**src/common/bgfs_map.vh**
```
// constants for the bridge gate fault supervisor
`ifndef BGFS_MAP_VH
`define BGFS_MAP_VH

// ******************************************************
// clock and timing
// ******************************************************
`define BGFS_CLK_PERIOD_NS   40
`define BGFS_FIXED_REC_NS    20000
`define BGFS_ADJ_NOM_NS      1000000
`define BGFS_ADJ_MAX_NS      2000000
// least time rounds up, nominal and longest round down
`define BGFS_FIXED_REC_CYC \
   ((`BGFS_FIXED_REC_NS + `BGFS_CLK_PERIOD_NS - 1) / `BGFS_CLK_PERIOD_NS)
`define BGFS_ADJ_NOM_CYC     (`BGFS_ADJ_NOM_NS / `BGFS_CLK_PERIOD_NS)
`define BGFS_ADJ_MAX_CYC     (`BGFS_ADJ_MAX_NS / `BGFS_CLK_PERIOD_NS)

// ******************************************************
// register offsets
// ******************************************************
`define BGFS_OFS_STATUS      4'h0
`define BGFS_OFS_ADJ_DELAY   4'h4
`define BGFS_OFS_FAULT_COUNT 4'h8
`define BGFS_OFS_CAUSE       4'hc

// ******************************************************
// field positions and reset values
// ******************************************************
`define BGFS_BIT_OC          0
`define BGFS_BIT_UV          1
`define BGFS_BIT_OT          2
`define BGFS_BIT_SD          3
`define BGFS_BIT_FLAG_LOW    4
`define BGFS_BIT_PIN_LEVEL   5
`define BGFS_BIT_ADJ_MODE    6
`define BGFS_POS_STATE       8
`define BGFS_RST_ADJ_DELAY   16'h61a8
`define BGFS_RST_COUNT       16'h0000

`endif

```
**src/hw/bgfs_recovery_timer.v**
```verilog
// down counter that times one recovery interval
`timescale 1ns/1ns
`default_nettype none

module bgfs_recovery_timer #(
   parameter W = 16
) (
   input  wire         core_clk_in,
   input  wire         rst_in,
   input  wire         ce_in,
   input  wire         start_in,
   input  wire         abort_in,
   input  wire [W-1:0] load_in,
   output wire         busy_out,
   output wire         done_out
);

   reg [W-1:0] cnt_reg;
   reg [W-1:0] cnt_next;

   // ******************************************************
   // counter
   // ******************************************************
   always @* begin
      cnt_next = cnt_reg;
      if (abort_in) begin
         cnt_next = {W{1'b0}};
      end else if (start_in) begin
         cnt_next = load_in;
      end else if (cnt_reg != {W{1'b0}}) begin
         cnt_next = cnt_reg - {{(W-1){1'b0}}, 1'b1};
      end
   end

   always @(posedge core_clk_in) begin
      if (rst_in) begin
         cnt_reg <= {W{1'b0}};
      end else if (ce_in) begin
         cnt_reg <= cnt_next;
      end
   end

   // last cycle of the interval
   assign done_out = (cnt_reg == {{(W-1){1'b0}}, 1'b1}) & ~abort_in;
   assign busy_out = (cnt_reg != {W{1'b0}});

endmodule
`default_nettype wire

```
**src/hw/bgfs_phase_gate.v**
```verilog
// per-phase gate decode with cross-conduction block
`timescale 1ns/1ns
`default_nettype none

module bgfs_phase_gate #(
   parameter N_PHASE = 3
) (
   input  wire               core_clk_in,
   input  wire               rst_in,
   input  wire               ce_in,
   input  wire               off_in,
   input  wire [N_PHASE-1:0] high_in,
   input  wire [N_PHASE-1:0] low_in,
   output wire [N_PHASE-1:0] high_out,
   output wire [N_PHASE-1:0] low_out
);

   reg [N_PHASE-1:0] high_reg;
   reg [N_PHASE-1:0] low_reg;

   genvar g;
   generate
      for (g = 0; g < N_PHASE; g = g + 1) begin : g_phase
         wire both_w;
         assign both_w = high_in[g] & low_in[g];
         always @(posedge core_clk_in) begin
            if (rst_in) begin
               high_reg[g] <= 1'b0;
               low_reg[g]  <= 1'b0;
            end else if (ce_in) begin
               high_reg[g] <= high_in[g] & ~both_w & ~off_in;
               low_reg[g]  <= low_in[g] & ~both_w & ~off_in;
            end
         end
      end
   endgenerate

   assign high_out = high_reg;
   assign low_out  = low_reg;

endmodule
`default_nettype wire

```
**src/hw/bgfs_supervisor.v**
```verilog
// three-phase gate decode and fault supervision with auto recovery
//
// Function
// - input high turns its switch on; both-high blocks phase
// - shunt over-current pulls flag low, switches off
// - after over-current clears, recover after delay
// - supply undervoltage pulls flag low, switches off
// - undervoltage recovers at release, fixed delay always
// - over-temperature pulls flag low, switches off
// - thermal recovery after hysteresis release and delay
// - shutdown input trip pulls flag low, switches off
// - shutdown recovery below release level, then delay
// - recovery_adjustable_in selects adjustable or fixed delay
// - adjustable delay nominal 1.0 ms, max 2.0 ms
// - fixed delay lasts at least 20 us
// - adjust pin held low during over-current, thermal or shutdown fault, not undervoltage
//
// The placing of the registers and the address-and-strobe port were left to the implementer.
`include "bgfs_map.vh"
`timescale 1ns/1ns
`default_nettype none

module bgfs_supervisor #(
   parameter TW          = 16,
   parameter ADJ_NOM_CYC = `BGFS_ADJ_NOM_CYC,
   parameter ADJ_MAX_CYC = `BGFS_ADJ_MAX_CYC
) (
   input  wire        core_clk_in,
   input  wire        rst_in,
   input  wire        ce_in,
   // phase inputs
   input  wire        phase_u_high_in,
   input  wire        phase_v_high_in,
   input  wire        phase_w_high_in,
   input  wire        phase_u_low_in,
   input  wire        phase_v_low_in,
   input  wire        phase_w_low_in,
   // comparator indications
   input  wire        shunt_sense_in,
   input  wire        supply_below_trip_in,
   input  wire        supply_above_release_in,
   input  wire        thermal_trip_in,
   input  wire        thermal_release_in,
   input  wire        shutdown_sense_in,
   input  wire        shutdown_release_in,
   // recovery configuration and adjust pin
   input  wire        recovery_adjustable_in,
   input  wire        recovery_adjust_pin_in,
   output wire        recovery_adjust_pin_out,
   output wire        recovery_adjust_pin_oe_out,
   // fault flag, open drain
   input  wire        fault_flag_in,
   output wire        fault_flag_out,
   output wire        fault_flag_oe_out,
   // switch drives
   output wire        gate_u_high_out,
   output wire        gate_v_high_out,
   output wire        gate_w_high_out,
   output wire        gate_u_low_out,
   output wire        gate_v_low_out,
   output wire        gate_w_low_out,
   // register port
   input  wire [3:0]  reg_addr_in,
   input  wire [31:0] reg_wdata_in,
   input  wire        reg_wr_in,
   input  wire        reg_rd_in,
   output wire [31:0] reg_rdata_out
);

   // ******************************************************
   // states and constants
   // ******************************************************
   localparam [1:0] ST_RUN     = 2'h0;
   localparam [1:0] ST_FAULT   = 2'h1;
   localparam [1:0] ST_RECOVER = 2'h2;

   localparam integer  FIXED_INT = `BGFS_FIXED_REC_CYC;
   localparam integer  MAX_INT   = ADJ_MAX_CYC;
   localparam integer  NOM_INT   = ADJ_NOM_CYC;
   localparam [TW-1:0] FIXED_CYC = FIXED_INT[TW-1:0];
   localparam [TW-1:0] ADJ_MAX   = MAX_INT[TW-1:0];
   localparam [TW-1:0] ADJ_NOM   = NOM_INT[TW-1:0];
   localparam [TW-1:0] ONE       = {{(TW-1){1'b0}}, 1'b1};

   // ******************************************************
   // functions
   // ******************************************************
   // set has priority over clear
   function hold_next;
      input set;
      input clr;
      input cur;
      begin
         hold_next = set | (cur & ~clr);
      end
   endfunction

   // ******************************************************
   // declarations
   // ******************************************************
   reg  [1:0]    state_reg;
   reg  [1:0]    state_next;
   reg           oc_reg;
   reg           uv_reg;
   reg           ot_reg;
   reg           sd_reg;
   reg           uv_seen_reg;
   reg           uv_seen_next;
   reg           flag_oe_reg;
   reg           pin_oe_reg;
   reg  [TW-1:0] adj_delay_reg;
   reg  [15:0]   fault_count_reg;
   reg  [15:0]   fault_count_next;
   reg  [3:0]    cause_reg;
   reg  [3:0]    cause_next;
   reg  [31:0]   rdata_reg;
   reg  [31:0]   rdata_next;
   reg           tmr_start;
   reg           tmr_abort;
   reg  [TW-1:0] tmr_load;
   reg  [TW-1:0] adj_eff;

   wire          oc_nx;
   wire          uv_nx;
   wire          ot_nx;
   wire          sd_nx;
   wire          any_nx;
   wire          tmr_done;
   wire          gates_off;
   wire [3:0]    rise;
   wire [2:0]    high_vec;
   wire [2:0]    low_vec;
   wire [2:0]    high_drv;
   wire [2:0]    low_drv;
   wire [31:0]   status_word;

   // ******************************************************
   // fault condition holding
   // ******************************************************
   // each condition sets on its trip and clears on its release
   assign oc_nx = hold_next(shunt_sense_in, ~shunt_sense_in,
                            oc_reg);
   assign uv_nx = hold_next(supply_below_trip_in,
                            supply_above_release_in,
                            uv_reg);
   assign ot_nx = hold_next(thermal_trip_in, thermal_release_in,
                            ot_reg);
   assign sd_nx = hold_next(shutdown_sense_in, shutdown_release_in,
                            sd_reg);

   assign any_nx = oc_nx | uv_nx | ot_nx | sd_nx;

   always @(posedge core_clk_in) begin
      if (rst_in) begin
         oc_reg <= 1'b0;
         uv_reg <= 1'b0;
         ot_reg <= 1'b0;
         sd_reg <= 1'b0;
      end else if (ce_in) begin
         oc_reg <= oc_nx;
         uv_reg <= uv_nx;
         ot_reg <= ot_nx;
         sd_reg <= sd_nx;
      end
   end

   // ******************************************************
   // recovery delay selection
   // ******************************************************
   always @* begin
      adj_eff = adj_delay_reg;
      if (adj_delay_reg == {TW{1'b0}}) begin
         adj_eff = ONE;
      end else if (adj_delay_reg > ADJ_MAX) begin
         adj_eff = ADJ_MAX;
      end
   end

   always @* begin
      uv_seen_next = uv_seen_reg | uv_nx;
      if (state_next == ST_RUN) begin
         uv_seen_next = 1'b0;
      end
      // undervoltage in the episode forces the fixed interval
      if (uv_seen_next | ~recovery_adjustable_in) begin
         tmr_load = FIXED_CYC;
      end else begin
         tmr_load = adj_eff;
      end
   end

   // ******************************************************
   // supervisor state machine
   // ******************************************************
   always @* begin
      state_next = state_reg;
      tmr_start  = 1'b0;
      tmr_abort  = 1'b0;
      case (state_reg)
         ST_RUN: begin
            if (any_nx) begin
               state_next = ST_FAULT;
            end
         end
         ST_FAULT: begin
            if (!any_nx) begin
               state_next = ST_RECOVER;
               tmr_start  = 1'b1;
            end
         end
         ST_RECOVER: begin
            if (any_nx) begin
               state_next = ST_FAULT;
               tmr_abort  = 1'b1;
            end else if (tmr_done) begin
               state_next = ST_RUN;
            end
         end
         default: begin
            state_next = ST_FAULT;
         end
      endcase
   end

   always @(posedge core_clk_in) begin
      if (rst_in) begin
         state_reg   <= ST_RUN;
         uv_seen_reg <= 1'b0;
      end else if (ce_in) begin
         state_reg   <= state_next;
         uv_seen_reg <= uv_seen_next;
      end
   end

   bgfs_recovery_timer #(
      .W (TW)
   ) u_timer (
      .core_clk_in (core_clk_in),
      .rst_in      (rst_in),
      .ce_in       (ce_in),
      .start_in    (tmr_start),
      .abort_in    (tmr_abort),
      .load_in     (tmr_load),
      .busy_out    (),
      .done_out    (tmr_done)
   );

   // ******************************************************
   // fault flag and adjust pin
   // ******************************************************
   always @(posedge core_clk_in) begin
      if (rst_in) begin
         flag_oe_reg <= 1'b0;
         pin_oe_reg  <= 1'b0;
      end else if (ce_in) begin
         flag_oe_reg <= (state_next != ST_RUN);
         // discharge the timing network while an over-current, thermal or shutdown condition holds
         pin_oe_reg  <= oc_nx | ot_nx | sd_nx;
      end
   end

   assign fault_flag_out             = 1'b0;
   assign fault_flag_oe_out          = flag_oe_reg;
   assign recovery_adjust_pin_out    = 1'b0;
   assign recovery_adjust_pin_oe_out = pin_oe_reg;

   // ******************************************************
   // switch drive
   // ******************************************************
   assign gates_off = (state_next != ST_RUN);
   assign high_vec  = {phase_w_high_in, phase_v_high_in, phase_u_high_in};
   assign low_vec   = {phase_w_low_in, phase_v_low_in, phase_u_low_in};

   bgfs_phase_gate #(
      .N_PHASE (3)
   ) u_gate (
      .core_clk_in (core_clk_in),
      .rst_in      (rst_in),
      .ce_in       (ce_in),
      .off_in      (gates_off),
      .high_in     (high_vec),
      .low_in      (low_vec),
      .high_out    (high_drv),
      .low_out     (low_drv)
   );

   assign gate_u_high_out = high_drv[0];
   assign gate_v_high_out = high_drv[1];
   assign gate_w_high_out = high_drv[2];
   assign gate_u_low_out  = low_drv[0];
   assign gate_v_low_out  = low_drv[1];
   assign gate_w_low_out  = low_drv[2];

   // ******************************************************
   // software registers
   // ******************************************************
   assign rise = {sd_nx & ~sd_reg, ot_nx & ~ot_reg,
                  uv_nx & ~uv_reg, oc_nx & ~oc_reg};

   always @* begin
      fault_count_next = fault_count_reg;
      cause_next       = cause_reg;
      if (reg_wr_in && reg_addr_in == `BGFS_OFS_FAULT_COUNT) begin
         fault_count_next = `BGFS_RST_COUNT;
      end
      if (reg_wr_in && reg_addr_in == `BGFS_OFS_CAUSE) begin
         cause_next = cause_reg & ~reg_wdata_in[3:0];
      end
      // new events win over a clear in the same cycle
      if (state_reg == ST_RUN && any_nx) begin
         fault_count_next = fault_count_next + 16'h0001;
      end
      cause_next = cause_next | rise;
   end

   always @(posedge core_clk_in) begin
      if (rst_in) begin
         adj_delay_reg   <= `BGFS_RST_ADJ_DELAY;
         fault_count_reg <= `BGFS_RST_COUNT;
         cause_reg       <= 4'h0;
      end else if (ce_in) begin
         if (reg_wr_in && reg_addr_in == `BGFS_OFS_ADJ_DELAY) begin
            adj_delay_reg <= reg_wdata_in[TW-1:0];
         end
         fault_count_reg <= fault_count_next;
         cause_reg       <= cause_next;
      end
   end

   assign status_word = {22'h000000, state_reg, 1'b0,
                         recovery_adjustable_in,
                         recovery_adjust_pin_in,
                         ~fault_flag_in,
                         sd_reg, ot_reg, uv_reg, oc_reg};

   always @* begin
      rdata_next = 32'h00000000;
      if (reg_rd_in) begin
         case (reg_addr_in)
            `BGFS_OFS_STATUS: begin
               rdata_next = status_word;
            end
            `BGFS_OFS_ADJ_DELAY: begin
               rdata_next[TW-1:0] = adj_delay_reg;
            end
            `BGFS_OFS_FAULT_COUNT: begin
               rdata_next[15:0] = fault_count_reg;
            end
            `BGFS_OFS_CAUSE: begin
               rdata_next[3:0] = cause_reg;
            end
            default: begin
               rdata_next = 32'h00000000;
            end
         endcase
      end
   end

   always @(posedge core_clk_in) begin
      if (rst_in) begin
         rdata_reg <= 32'h00000000;
      end else if (ce_in) begin
         rdata_reg <= rdata_next;
      end
   end

   assign reg_rdata_out = rdata_reg;

endmodule
`default_nettype wire

```
**config.mk**
```make
export PLATFORM = sky130hd
export DESIGN_NAME = bgfs_supervisor
export DESIGN_NICKNAME = d
export VERILOG_FILES = /design/src/hw/bgfs_recovery_timer.v /design/src/hw/bgfs_phase_gate.v /design/src/hw/bgfs_supervisor.v
export VERILOG_INCLUDE_DIRS = /design/src /design/src/common
export SDC_FILE = /design/constraint.sdc
export NUM_CORES = 1
export LEC_CHECK = 0
export ABC_AREA = 1
export BUFFER_PORTS_ARGS = -buffer_cell sky130_fd_sc_hd__buf_2
export CAP_MARGIN = 10
export CORE_UTILIZATION = 55
export DETAILED_ROUTE_END_ITERATION = 10
export PLACE_DENSITY = 0.87
export REMOVE_ABC_BUFFERS = 1
export SLEW_MARGIN = 20
export SYNTH_ARGS = -nofsm -noshare
export SYNTH_HDL_FRONTEND = slang
export SYNTH_SLANG_ARGS = --single-unit
```
**constraint.sdc**
```tcl
create_clock -name core_clk_in -period 1.8 [get_ports core_clk_in]
set_input_delay 0 -clock core_clk_in [delete_from_list [all_inputs] [get_ports core_clk_in]]
set_output_delay 0 -clock core_clk_in [all_outputs]
set_load 0.05 [all_outputs]
```
==> impl_metrics.py, run 1 <==
metrics = {
    "yosys": {
        "yosys-top-cells-area": "dfxtp_1 35%, nand2_1 15%, a21oi_1 7.5%, nor2_1 6.6%, inv_1 6.1%",
        "avgSynthCellArea_um2": 6.530,
        "yosys.cell_count.top_type": "nand2_1",
        "yosys_warnings": 0,
        "synth-seq-cells": 83,
        "synth_top_area_cell": "dfxtp_1",
        "syn_area_um2": 4773,
        "synth_edf_count": 0,
        "yosysTopAreaCellShare": 0.3481,
        "seq_area_frac_synth": 0.3481,
        "synth_common_cells": "194 x nand2_1, 84 x nor2_1, 83 x dfxtp_1",
        "postSynthCellCount": 731,
        "yosys.cell_types.count": 44,
        "yosys_most_used_dff": "dfxtp_1",
        "async_flop_share": 0,
    },
    "die": {
        "ios": 99,
        "fp-row-count": 33,
        "chipHeight_um": 95.16,
        "die_x_um": 95.16,
        "die_area_um2": 9055,
        "core_um2": 8299,
        "start_util": 0.5752,
    },
    "timing": {
        "setup_ws_ns": 0.01576,
        "min_period_over_period": 0.9912,
        "maxSlewViolCount": 0,
        "fmax_ghz": 0.5605,
        "slew_headroom": 0.6325,
        "report.final.hold_viol_count": 0,
        "fin_skew_ns": 0.007781,
        "finalSetupViolCount": 0,
        "period_needed_ns": 1.784,
        "tightestPinTransition_ns": 0.5513,
    },
    "critical_path": {
        "cp-start-kind": "register",
        "cp-end-kind": "register",
        "worstSetupPathType": "register to register",
        "crit_required_ns": 2.03,
        "cp_max_fo": 10,
        "worstPathArrival_ns": 2.01,
    },
    "pwr": {
        "pwr-share-comb": 0.428,
        "clkPwrFrac": 0.216,
        "p_seq_frac": 0.356,
        "p_sw_uw": 2652,
        "p_int_uw": 3645,
        "p_leak_uw": 0.002632,
        "ir_worst_vdd_mv": 0.5871,
        "powerDensity_nw_per_um2": 1090,
        "p_sw_frac": 0.4211,
    },
    "min_path": {
        "hold_path.class": "input pin to register",
    },
    "drt": {
        "dr.pass1.iters": 6,
        "post_drt_wl_per_cell_um": 14.80,
        "vias": 5314,
        "drtIter0Drc": 418,
        "ant_nets": 0,
        "drc_errors": 0,
        "viasPerCell": 5.647,
        "drt-total-wl_mm": 13.92,
    },
    "clock_network": {
        "cts_buffers": 9,
        "path_clk_slew_ns": 0.09,
        "cts-root-buf": "clkbuf_8",
        "cts_max_level": 3,
        "clock_latency_ns": 0.36,
        "clkSinkCount": 83,
        "cts_tree": "built",
        "cts.path.max_buffers": 2,
    },
    "final_layout": {
        "final_util": 0.6961,
        "drive_gt1_frac": 0.1916,
        "fill_cells": 685,
        "seqCellArea_um2": 1665,
        "layout.nets": 891,
        "area_growth_pct": 21.02,
        "multi_input_area_um2": 2684,
    },
    "placed_design": {
        "gp_congestion": 0.9422,
        "post-dp-hpwl_mm": 9.071,
        "dp_slack_ns": -0.02103,
        "portBuffers": 64,
    },
    "global_route": {
        "grt.total_usage": 0.3177,
        "grt_overflow": 0,
        "grt_pass1_vias": 5075,
        "antenna_found_initial": 1,
        "grt_pass1_wl_mm": 22.35,
        "grt_max_degree": 50,
    },
    "outcome": {
        "status": "completed",
    },
    "run": {
        "drv_cap": 0,
    },
}
## worst max-delay path, cell delays in order (launching register included)
cell      delay [ns]
dfxtp_1         0.37
nor2_2          0.15
nand2_1         0.07
nor2_1          0.18
nor2b_1         0.29
nand2_2         0.12
nand3_4         0.16
inv_2           0.10
o211ai_1        0.10
a21oi_1         0.09
## power by group through the flow
stage	Combinational [uW]	Clock (uW)	Sequential [uW]
after detailed placement	2420	0	2260
final	2690	1360	2240
after floorplan	1870	0	2250
after global placement	2300	0	2250
after CTS	2490	1360	2220
after global routing	3030	1430	2270
## cells in the final DEF (no fill, tap or decap), types with 3 or more instances in the layout
cell type | Yosys | final
nand3_1 | 40 | 37
nand2_1 | 194 | 190
nand3_2 | 2 | 4
nor2_4 | 4 | 6
o31ai_1 | 3 | 3
nand2_4 | 5 | 7
a21oi_1 | 72 | 72
nor2_2 | 2 | 7
o21ai_1 | 3 | 5
buf_4 | 21 | 21
clkbuf_8 | 0 | 12
conb_1 | 1 | 18
nor3_4 | 2 | 3
o21ai_0 | 42 | 39
dlygate4sd3_1 | 0 | 29
dfxtp_1 | 83 | 80
nor3_1 | 15 | 14
nand4_1 | 6 | 6
buf_2 | 6 | 64
nor2_1 | 84 | 77
o2111a_1 | 3 | 3
inv_2 | 7 | 11
inv_1 | 77 | 72
o2111ai_1 | 4 | 4
o22ai_1 | 4 | 4
dfxtp_2 | 0 | 3
o211ai_1 | 5 | 5
nand2_2 | 4 | 6
## final timing paths
path | from | to | slack [ns] | cells past startpoint
max | u_timer.cnt_reg[11] | u_timer.cnt_reg[5] | 0.02 | 9
min | fault_flag_in | reg_rdata_out[4] | 0.02 | 4
max reg2reg | u_timer.cnt_reg[11] | u_timer.cnt_reg[5] | 0.02 | 9
min reg2reg | uv_seen_reg | uv_seen_reg | 0.47 | 2
## through the flow
stage	area (um^2)	setup TNS, ns	total power [uW]	instances	hold slack, ns
3_3_place_gp	5146	0	4551	890	0.2246
5_1_grt	5777	-0.5046	6728	941	0.05086
3_5_place_dp	5146	-0.04119	4679	890	0.2373
2_1_floorplan	4574	0	4112	705	0.06907
6_report	5777	0	6297	941	0.01751
4_1_cts	5643	0	6077	935	0.006517
## logic make-up (layout without fill, tap and decap cells)
group,count (synthesis),after routing,share of synthesized area
buffers and inverters,129,216,0.1232
xor gates and xnor gates,4,4,0.007341
and+or+nand+nor,369,369,0.3473
adders and majority gates,4,4,0.01049
DFF,83,83,0.3481
other,1,19,0.0007856
AOI/OAI and AO/OA,141,141,0.1628
## layer usage
layer	GRT usage	vias to the layer above	wire length, um
met1	0.3685	2450	5414
met4	0.1465	0	463
met2	0.5702	290	6910
met5	0	-	0
met3	0.04785	46	1135
li1	-	2528	-
## timing repair
item                                    in CTS  in global routing
hold buffers                                29                  0
resized for setup                            3                 33
endpoints found under the setup margin       5                 29
hold endpoints to repair                    28                  0
pin swaps                                    1                  8
buffers inserted                             0                  5
## final cells by class
cell class                 count  share of cell area
multi-input combinational    536              0.4646
sequential                    83              0.2883
timing repair buffer         114              0.1330
inverter                      86             0.05696
clock buffer                  12             0.02859
tap                          105             0.02274
clock inverter                 4            0.005415
antenna                        1           0.0004332
Power figures use the tool's default switching activity.
==> run 2: changes to the inputs <==
--- a/config.mk
+++ b/config.mk
@@ -11,7 +11,7 @@
 export CAP_MARGIN = 10
 export CORE_UTILIZATION = 55
 export DETAILED_ROUTE_END_ITERATION = 10
-export PLACE_DENSITY = 0.87
+export PLACE_DENSITY = 0.83
 export REMOVE_ABC_BUFFERS = 1
 export SLEW_MARGIN = 20
 export SYNTH_ARGS = -nofsm -noshare
==> impl_metrics.py, run 2 (synthesis results as in run 1) <==
metrics = {
    "outcome": {
        "status": "completed",
    },
    "timing": {
        "finalSetupViolCount": 0,
        "fmax_ghz": 0.5994,
        "fin_skew_ns": 0.01085,
        "period_needed_ns": 1.668,
        "maxSlewViolCount": 0,
        "report.final.hold_viol_count": 0,
        "min_period_over_period": 0.9268,
        "hold-worst-slack_ns": 0.02522,
    },
    "critical_path": {
        "rr_worst_depth": 8,
        "worstSetupPathType": "register to register",
        "cp-end-kind": "register",
        "cp_max_fo": 10,
        "worstPathArrival_ns": 1.97,
        "cp-start-kind": "register",
        "crit_required_ns": 2.10,
        "reg2reg_setup_slack_ns": 0.13,
    },
    "min_path": {
        "holdPathStages": 2,
        "hold_path.class": "input pin to register",
    },
    "global_route": {
        "grt_overflow": 0,
        "grt_pass1_vias": 4729,
        "antenna_found_initial": 0,
        "grt_max_degree": 35,
        "grt_pass1_wl_mm": 21.09,
        "grt.total_usage": 0.2956,
    },
    "die": {
        "die_area_um2": 9055,
        "chipHeight_um": 95.16,
        "start_util": 0.5752,
        "core_um2": 8299,
        "die_x_um": 95.16,
        "ios": 99,
        "fp-row-count": 33,
    },
    "final_layout": {
        "multi_input_area_um2": 2646,
        "drive_gt1_frac": 0.1709,
        "layout_commonest_cell": "nand2_1",
        "seqCellArea_um2": 1663,
        "fin_cells": 936,
        "area_growth_pct": 20.18,
        "fill_cells": 665,
        "final_util": 0.6912,
        "layout.nets": 887,
        "num_antenna_cells": 0,
        "final_area_um2": 5737,
        "layout_common_cells": "193 x nand2_1, 82 x dfxtp_1, 80 x nor2_1, 76 x inv_1, 72 x a21oi_1",
    },
    "clock_network": {
        "clock_latency_ns": 0.37,
        "path_clk_slew_ns": 0.10,
        "cts_tree": "built",
        "cts_buffers": 9,
        "cts-root-buf": "clkbuf_8",
        "cts.path.max_buffers": 2,
        "cts_max_level": 3,
        "clkSinkCount": 83,
    },
    "drt": {
        "drt-total-wl_mm": 12.79,
        "drc_errors": 0,
        "dr.pass1.iters": 5,
        "viasPerCell": 5.421,
        "drtIter0Drc": 421,
        "ant_nets": 0,
        "vias": 5074,
        "post_drt_wl_per_cell_um": 13.67,
    },
    "pwr": {
        "ir_worst_vdd_mv": 0.8214,
        "p_sw_uw": 2555,
        "p_seq_frac": 0.357,
        "p_leak_uw": 0.002612,
        "pwr-share-comb": 0.404,
        "clkPwrFrac": 0.239,
        "p_int_uw": 3697,
        "p_sw_frac": 0.4086,
        "total_power_uw": 6252,
        "powerDensity_nw_per_um2": 1090,
    },
    "placed_design": {
        "place_inst": 889,
        "place_area_um2": 5151,
        "portBuffers": 64,
        "gp_congestion": 0.9317,
        "post-dp-hpwl_mm": 8.649,
    },
    "run": {
        "drv_cap": 0,
    },
}
[run 2: cell types whose count changed in the layout (fill, tap and decap cells not counted), sizes merged]
cell | previous run | this run
clkbuf | 12 | 11
bufinv | 0 | 1
clkinv | 3 | 2
inv | 86 | 87
diode | 1 | 0
buf | 85 | 82
dlygate4sd3 | 29 | 28
[run 2: repair_timing]
| item | in CTS | in global routing |
|---|---|---|
| resized for setup | 0 | 16 |
| hold buffers | 28 | 0 |
| setup buffers | 0 | 3 |
| endpoints found under the hold margin | 29 | 0 |
| setup endpoints to repair | 0 | 24 |
[run 2: path summary, 6_finish.rpt]
check / to / start
worst max register to register: u_timer.cnt_reg[5] / state_reg[0]
worst max-delay path: u_timer.cnt_reg[5] / state_reg[0]
worst min register to register: reg_rdata_out[12] / reg_rdata_out[12]
worst min-delay path: reg_rdata_out[0] / rst_in
[run 2: layout make-up]
| class | count | area share |
|---|---|---|
| multi-input combinational | 536 | 0.4613 |
| sequential | 83 | 0.2899 |
| timing repair buffer | 110 | 0.1304 |
| inverter | 86 | 0.05736 |
| clock buffer | 11 | 0.02639 |
| tap | 105 | 0.02290 |
| clock inverter | 5 | 0.01178 |
[run 2: per-layer routing]
metal	wire, um	track usage	vias up
li1	-	-	2520
met1	5424	0.3654	2280
met2	6137	0.5065	245
met3	972	0.05423	29
met4	257	0.1136	0
met5	0	0	-
[run 2: power by group through the flow]
stage	Clock (uW)	Combinational (uW)	Sequential [uW]
detailed placement	0	2380	2260
floorplan	0	1870	2250
finish	1490	2530	2230
global route	1600	2850	2260
global placement	0	2300	2250
CTS	1500	2450	2220
[run 2: critical path: stages (launching register included)]
cell and delay (ns):
dfxtp_1 0.36, inv_1 0.10, nor2_1 0.26, nand3_4 0.18, nand2_1 0.17, nand3_4 0.16, inv_2 0.15, o211ai_1 0.10
a21oi_1 0.12
[run 2: metrics by stage]
stage,setup slack [ns],setup TNS [ns]
3_3_place_gp,0.1380,0
3_5_place_dp,0.05728,0
6_report,0.1318,0
5_1_grt,-0.01755,-0.05137
2_1_floorplan,0.2374,0
4_1_cts,0.06287,0
==> run 3: changes to the inputs <==
--- a/config.mk
+++ b/config.mk
@@ -9,11 +9,13 @@
 export ABC_AREA = 1
 export BUFFER_PORTS_ARGS = -buffer_cell sky130_fd_sc_hd__buf_2
 export CAP_MARGIN = 10
-export CORE_UTILIZATION = 55
+export CORE_UTILIZATION = 56
 export DETAILED_ROUTE_END_ITERATION = 10
-export PLACE_DENSITY = 0.83
+export PLACE_DENSITY = 0.84
 export REMOVE_ABC_BUFFERS = 1
+export SKIP_CTS_REPAIR_TIMING = 1
 export SLEW_MARGIN = 20
 export SYNTH_ARGS = -nofsm -noshare
 export SYNTH_HDL_FRONTEND = slang
+export SYNTH_HIERARCHICAL = 1
 export SYNTH_SLANG_ARGS = --single-unit
==> impl_metrics.py, run 3 <==
metrics = {
    "drt": {
        "dr.pass1.iters": 7,
        "drtIter0Drc": 495,
        "ant_nets": 0,
        "drc_errors": 0,
        "drt-total-wl_mm": 15.20,
        "vias": 5766,
        "viasPerCell": 5.675,
        "post_drt_wl_per_cell_um": 14.96,
    },
    "critical_path": {
        "crit_required_ns": 2.03,
        "cp-start-kind": "register",
        "cp_slowest_cell": "dfxtp_2",
        "path_common_cell": "inv_2",
        "worstSetupPathType": "register to register",
        "worstPathArrival_ns": 2.55,
        "cp_cell_sequence": "inv_2 -> nor2_4 -> nor2_2 -> nand3_2 -> inv_2 -> nor3_4 -> inv_2 -> nand3_2 -> nor4_4 -> o211ai_4 -> nand2_2 -> nand2_4 -> inv_2 -> o21ai_0 -> or2_2 -> nand3_1 -> a21oi_1",
        "cp_max_fo": 6,
        "cp-end-kind": "register",
        "critPathMaxStageDelay_ns": 0.33,
    },
    "clock_network": {
        "cts_buffers": 9,
        "clock_latency_ns": 0.38,
        "clkSinkCount": 83,
        "cts.path.max_buffers": 2,
        "path_clk_slew_ns": 0.10,
        "cts_tree": "built",
        "cts-root-buf": "clkbuf_8",
        "cts_max_level": 3,
    },
    "yosys": {
        "avgSynthCellArea_um2": 6.644,
        "postSynthCellCount": 748,
        "syn_area_um2": 4970,
        "yosys_warnings": 6,
    },
    "global_route": {
        "grt_pass1_wl_mm": 22.99,
        "grt.total_usage": 0.3219,
        "grt_max_degree": 58,
        "grt_overflow": 0,
        "grt_pass1_vias": 5127,
        "antenna_found_initial": 0,
    },
    "final_layout": {
        "layout_common_cells": "172 x nand2_1, 86 x inv_1, 81 x buf_4, 80 x dfxtp_1, 69 x nor2_1",
        "fill_cells": 600,
        "final_util": 0.7437,
        "area_growth_pct": 29.23,
        "layout_commonest_cell": "nand2_1",
        "layout.nets": 963,
        "num_antenna_cells": 0,
        "drive_gt1_frac": 0.2731,
    },
    "timing": {
        "fmax_ghz": 0.4312,
        "fin_skew_ns": 0.01122,
        "hold-worst-slack_ns": -0.03208,
        "period_needed_ns": 2.319,
        "setup_ws_ns": -0.5189,
        "min_period_over_period": 1.288,
        "tightestPinTransition_ns": 0.7933,
        "setup_tns_ns": -9.309,
        "maxSlewViolCount": 0,
        "finalSetupViolCount": 24,
        "report.final.hold_viol_count": 2,
        "slew_headroom": 0.4705,
        "rsz0062_at_grt": "yes",
    },
    "pwr": {
        "powerDensity_nw_per_um2": 1243,
        "p_int_uw": 4543,
        "p_sw_uw": 3441,
        "pwr-share-comb": 0.530,
        "p_leak_uw": 0.002971,
        "clkPwrFrac": 0.199,
        "ir_worst_vdd_mv": 0.6658,
        "p_seq_frac": 0.271,
        "p_sw_frac": 0.4310,
    },
    "placed_design": {
        "portBuffers": 64,
        "dp_slack_ns": -0.8069,
        "post-dp-hpwl_mm": 10.24,
        "gp_congestion": 0.9022,
    },
    "die": {
        "start_util": 0.5755,
        "die_x_um": 96.21,
        "chipHeight_um": 96.21,
        "ios": 99,
        "die_area_um2": 9255,
        "fp-row-count": 34,
        "core_um2": 8636,
    },
    "run": {
        "drv_cap": 0,
    },
    "outcome": {
        "status": "finished, violations left",
        "violations": "hold timing, setup timing",
    },
    "min_path": {
        "hold_path.class": "input pin to register",
    },
}
-- run 3: final timing paths --
kind                    start                  to  slack (ns)  cells past startpoint
min          reg_wdata_in[15]   adj_delay_reg[15]       -0.03                      3
max                    ot_reg  u_timer/cnt_reg[5]       -0.52                     17
min reg2reg  reg_rdata_out[6]    reg_rdata_out[6]        0.47                      2
max reg2reg            ot_reg  u_timer/cnt_reg[5]       -0.52                     17
-- run 3: metal layers --
metal,GRT usage,wire [um],vias up
li1,-,-,2703
met1,0.3775,5794,2628
met2,0.5733,7406,353
met3,0.06003,1336,82
met4,0.1294,665,0
met5,0,0,-
-- run 3: power by group through the flow --
stage               logic (uW)  clock network [uW]  registers [uW]
finish                    4230                1580            2160
global placement          3850                   0            2190
global route              4660                1660            2190
floorplan                 2460                   0            2270
CTS                       3980                1580            2160
detailed placement        3950                   0            2200
-- run 3: worst max-delay path, delay by kind of cell (launching register included) --
kind / cells / cell delay [ns]
and+or+nand+nor: 10 / 1.26
DFF: 1 / 0.33
buffers and inverters: 4 / 0.30
AOI/OAI and AO/OA: 3 / 0.27
-- run 3: per-stage QoR --
step                power [uW]  cell area [um^2]  cells
detailed placement        6150              5807    973
global placement          6037              5807    973
finish                    7983              6422   1016
global route              8508              6422   1016
CTS                       7719              6037    989
floorplan                 4730              4746    722
-- run 3: layout make-up --
class                      instances  area (um^2)  area share
multi-input combinational        542         2833      0.4411
timing repair buffer             170         1192      0.1857
inverter                          97        366.6     0.05708
tap                              108        135.1     0.02104
clock buffer                       9        123.9     0.01929
sequential                        83         1665      0.2593
clock inverter                     7        106.4     0.01656
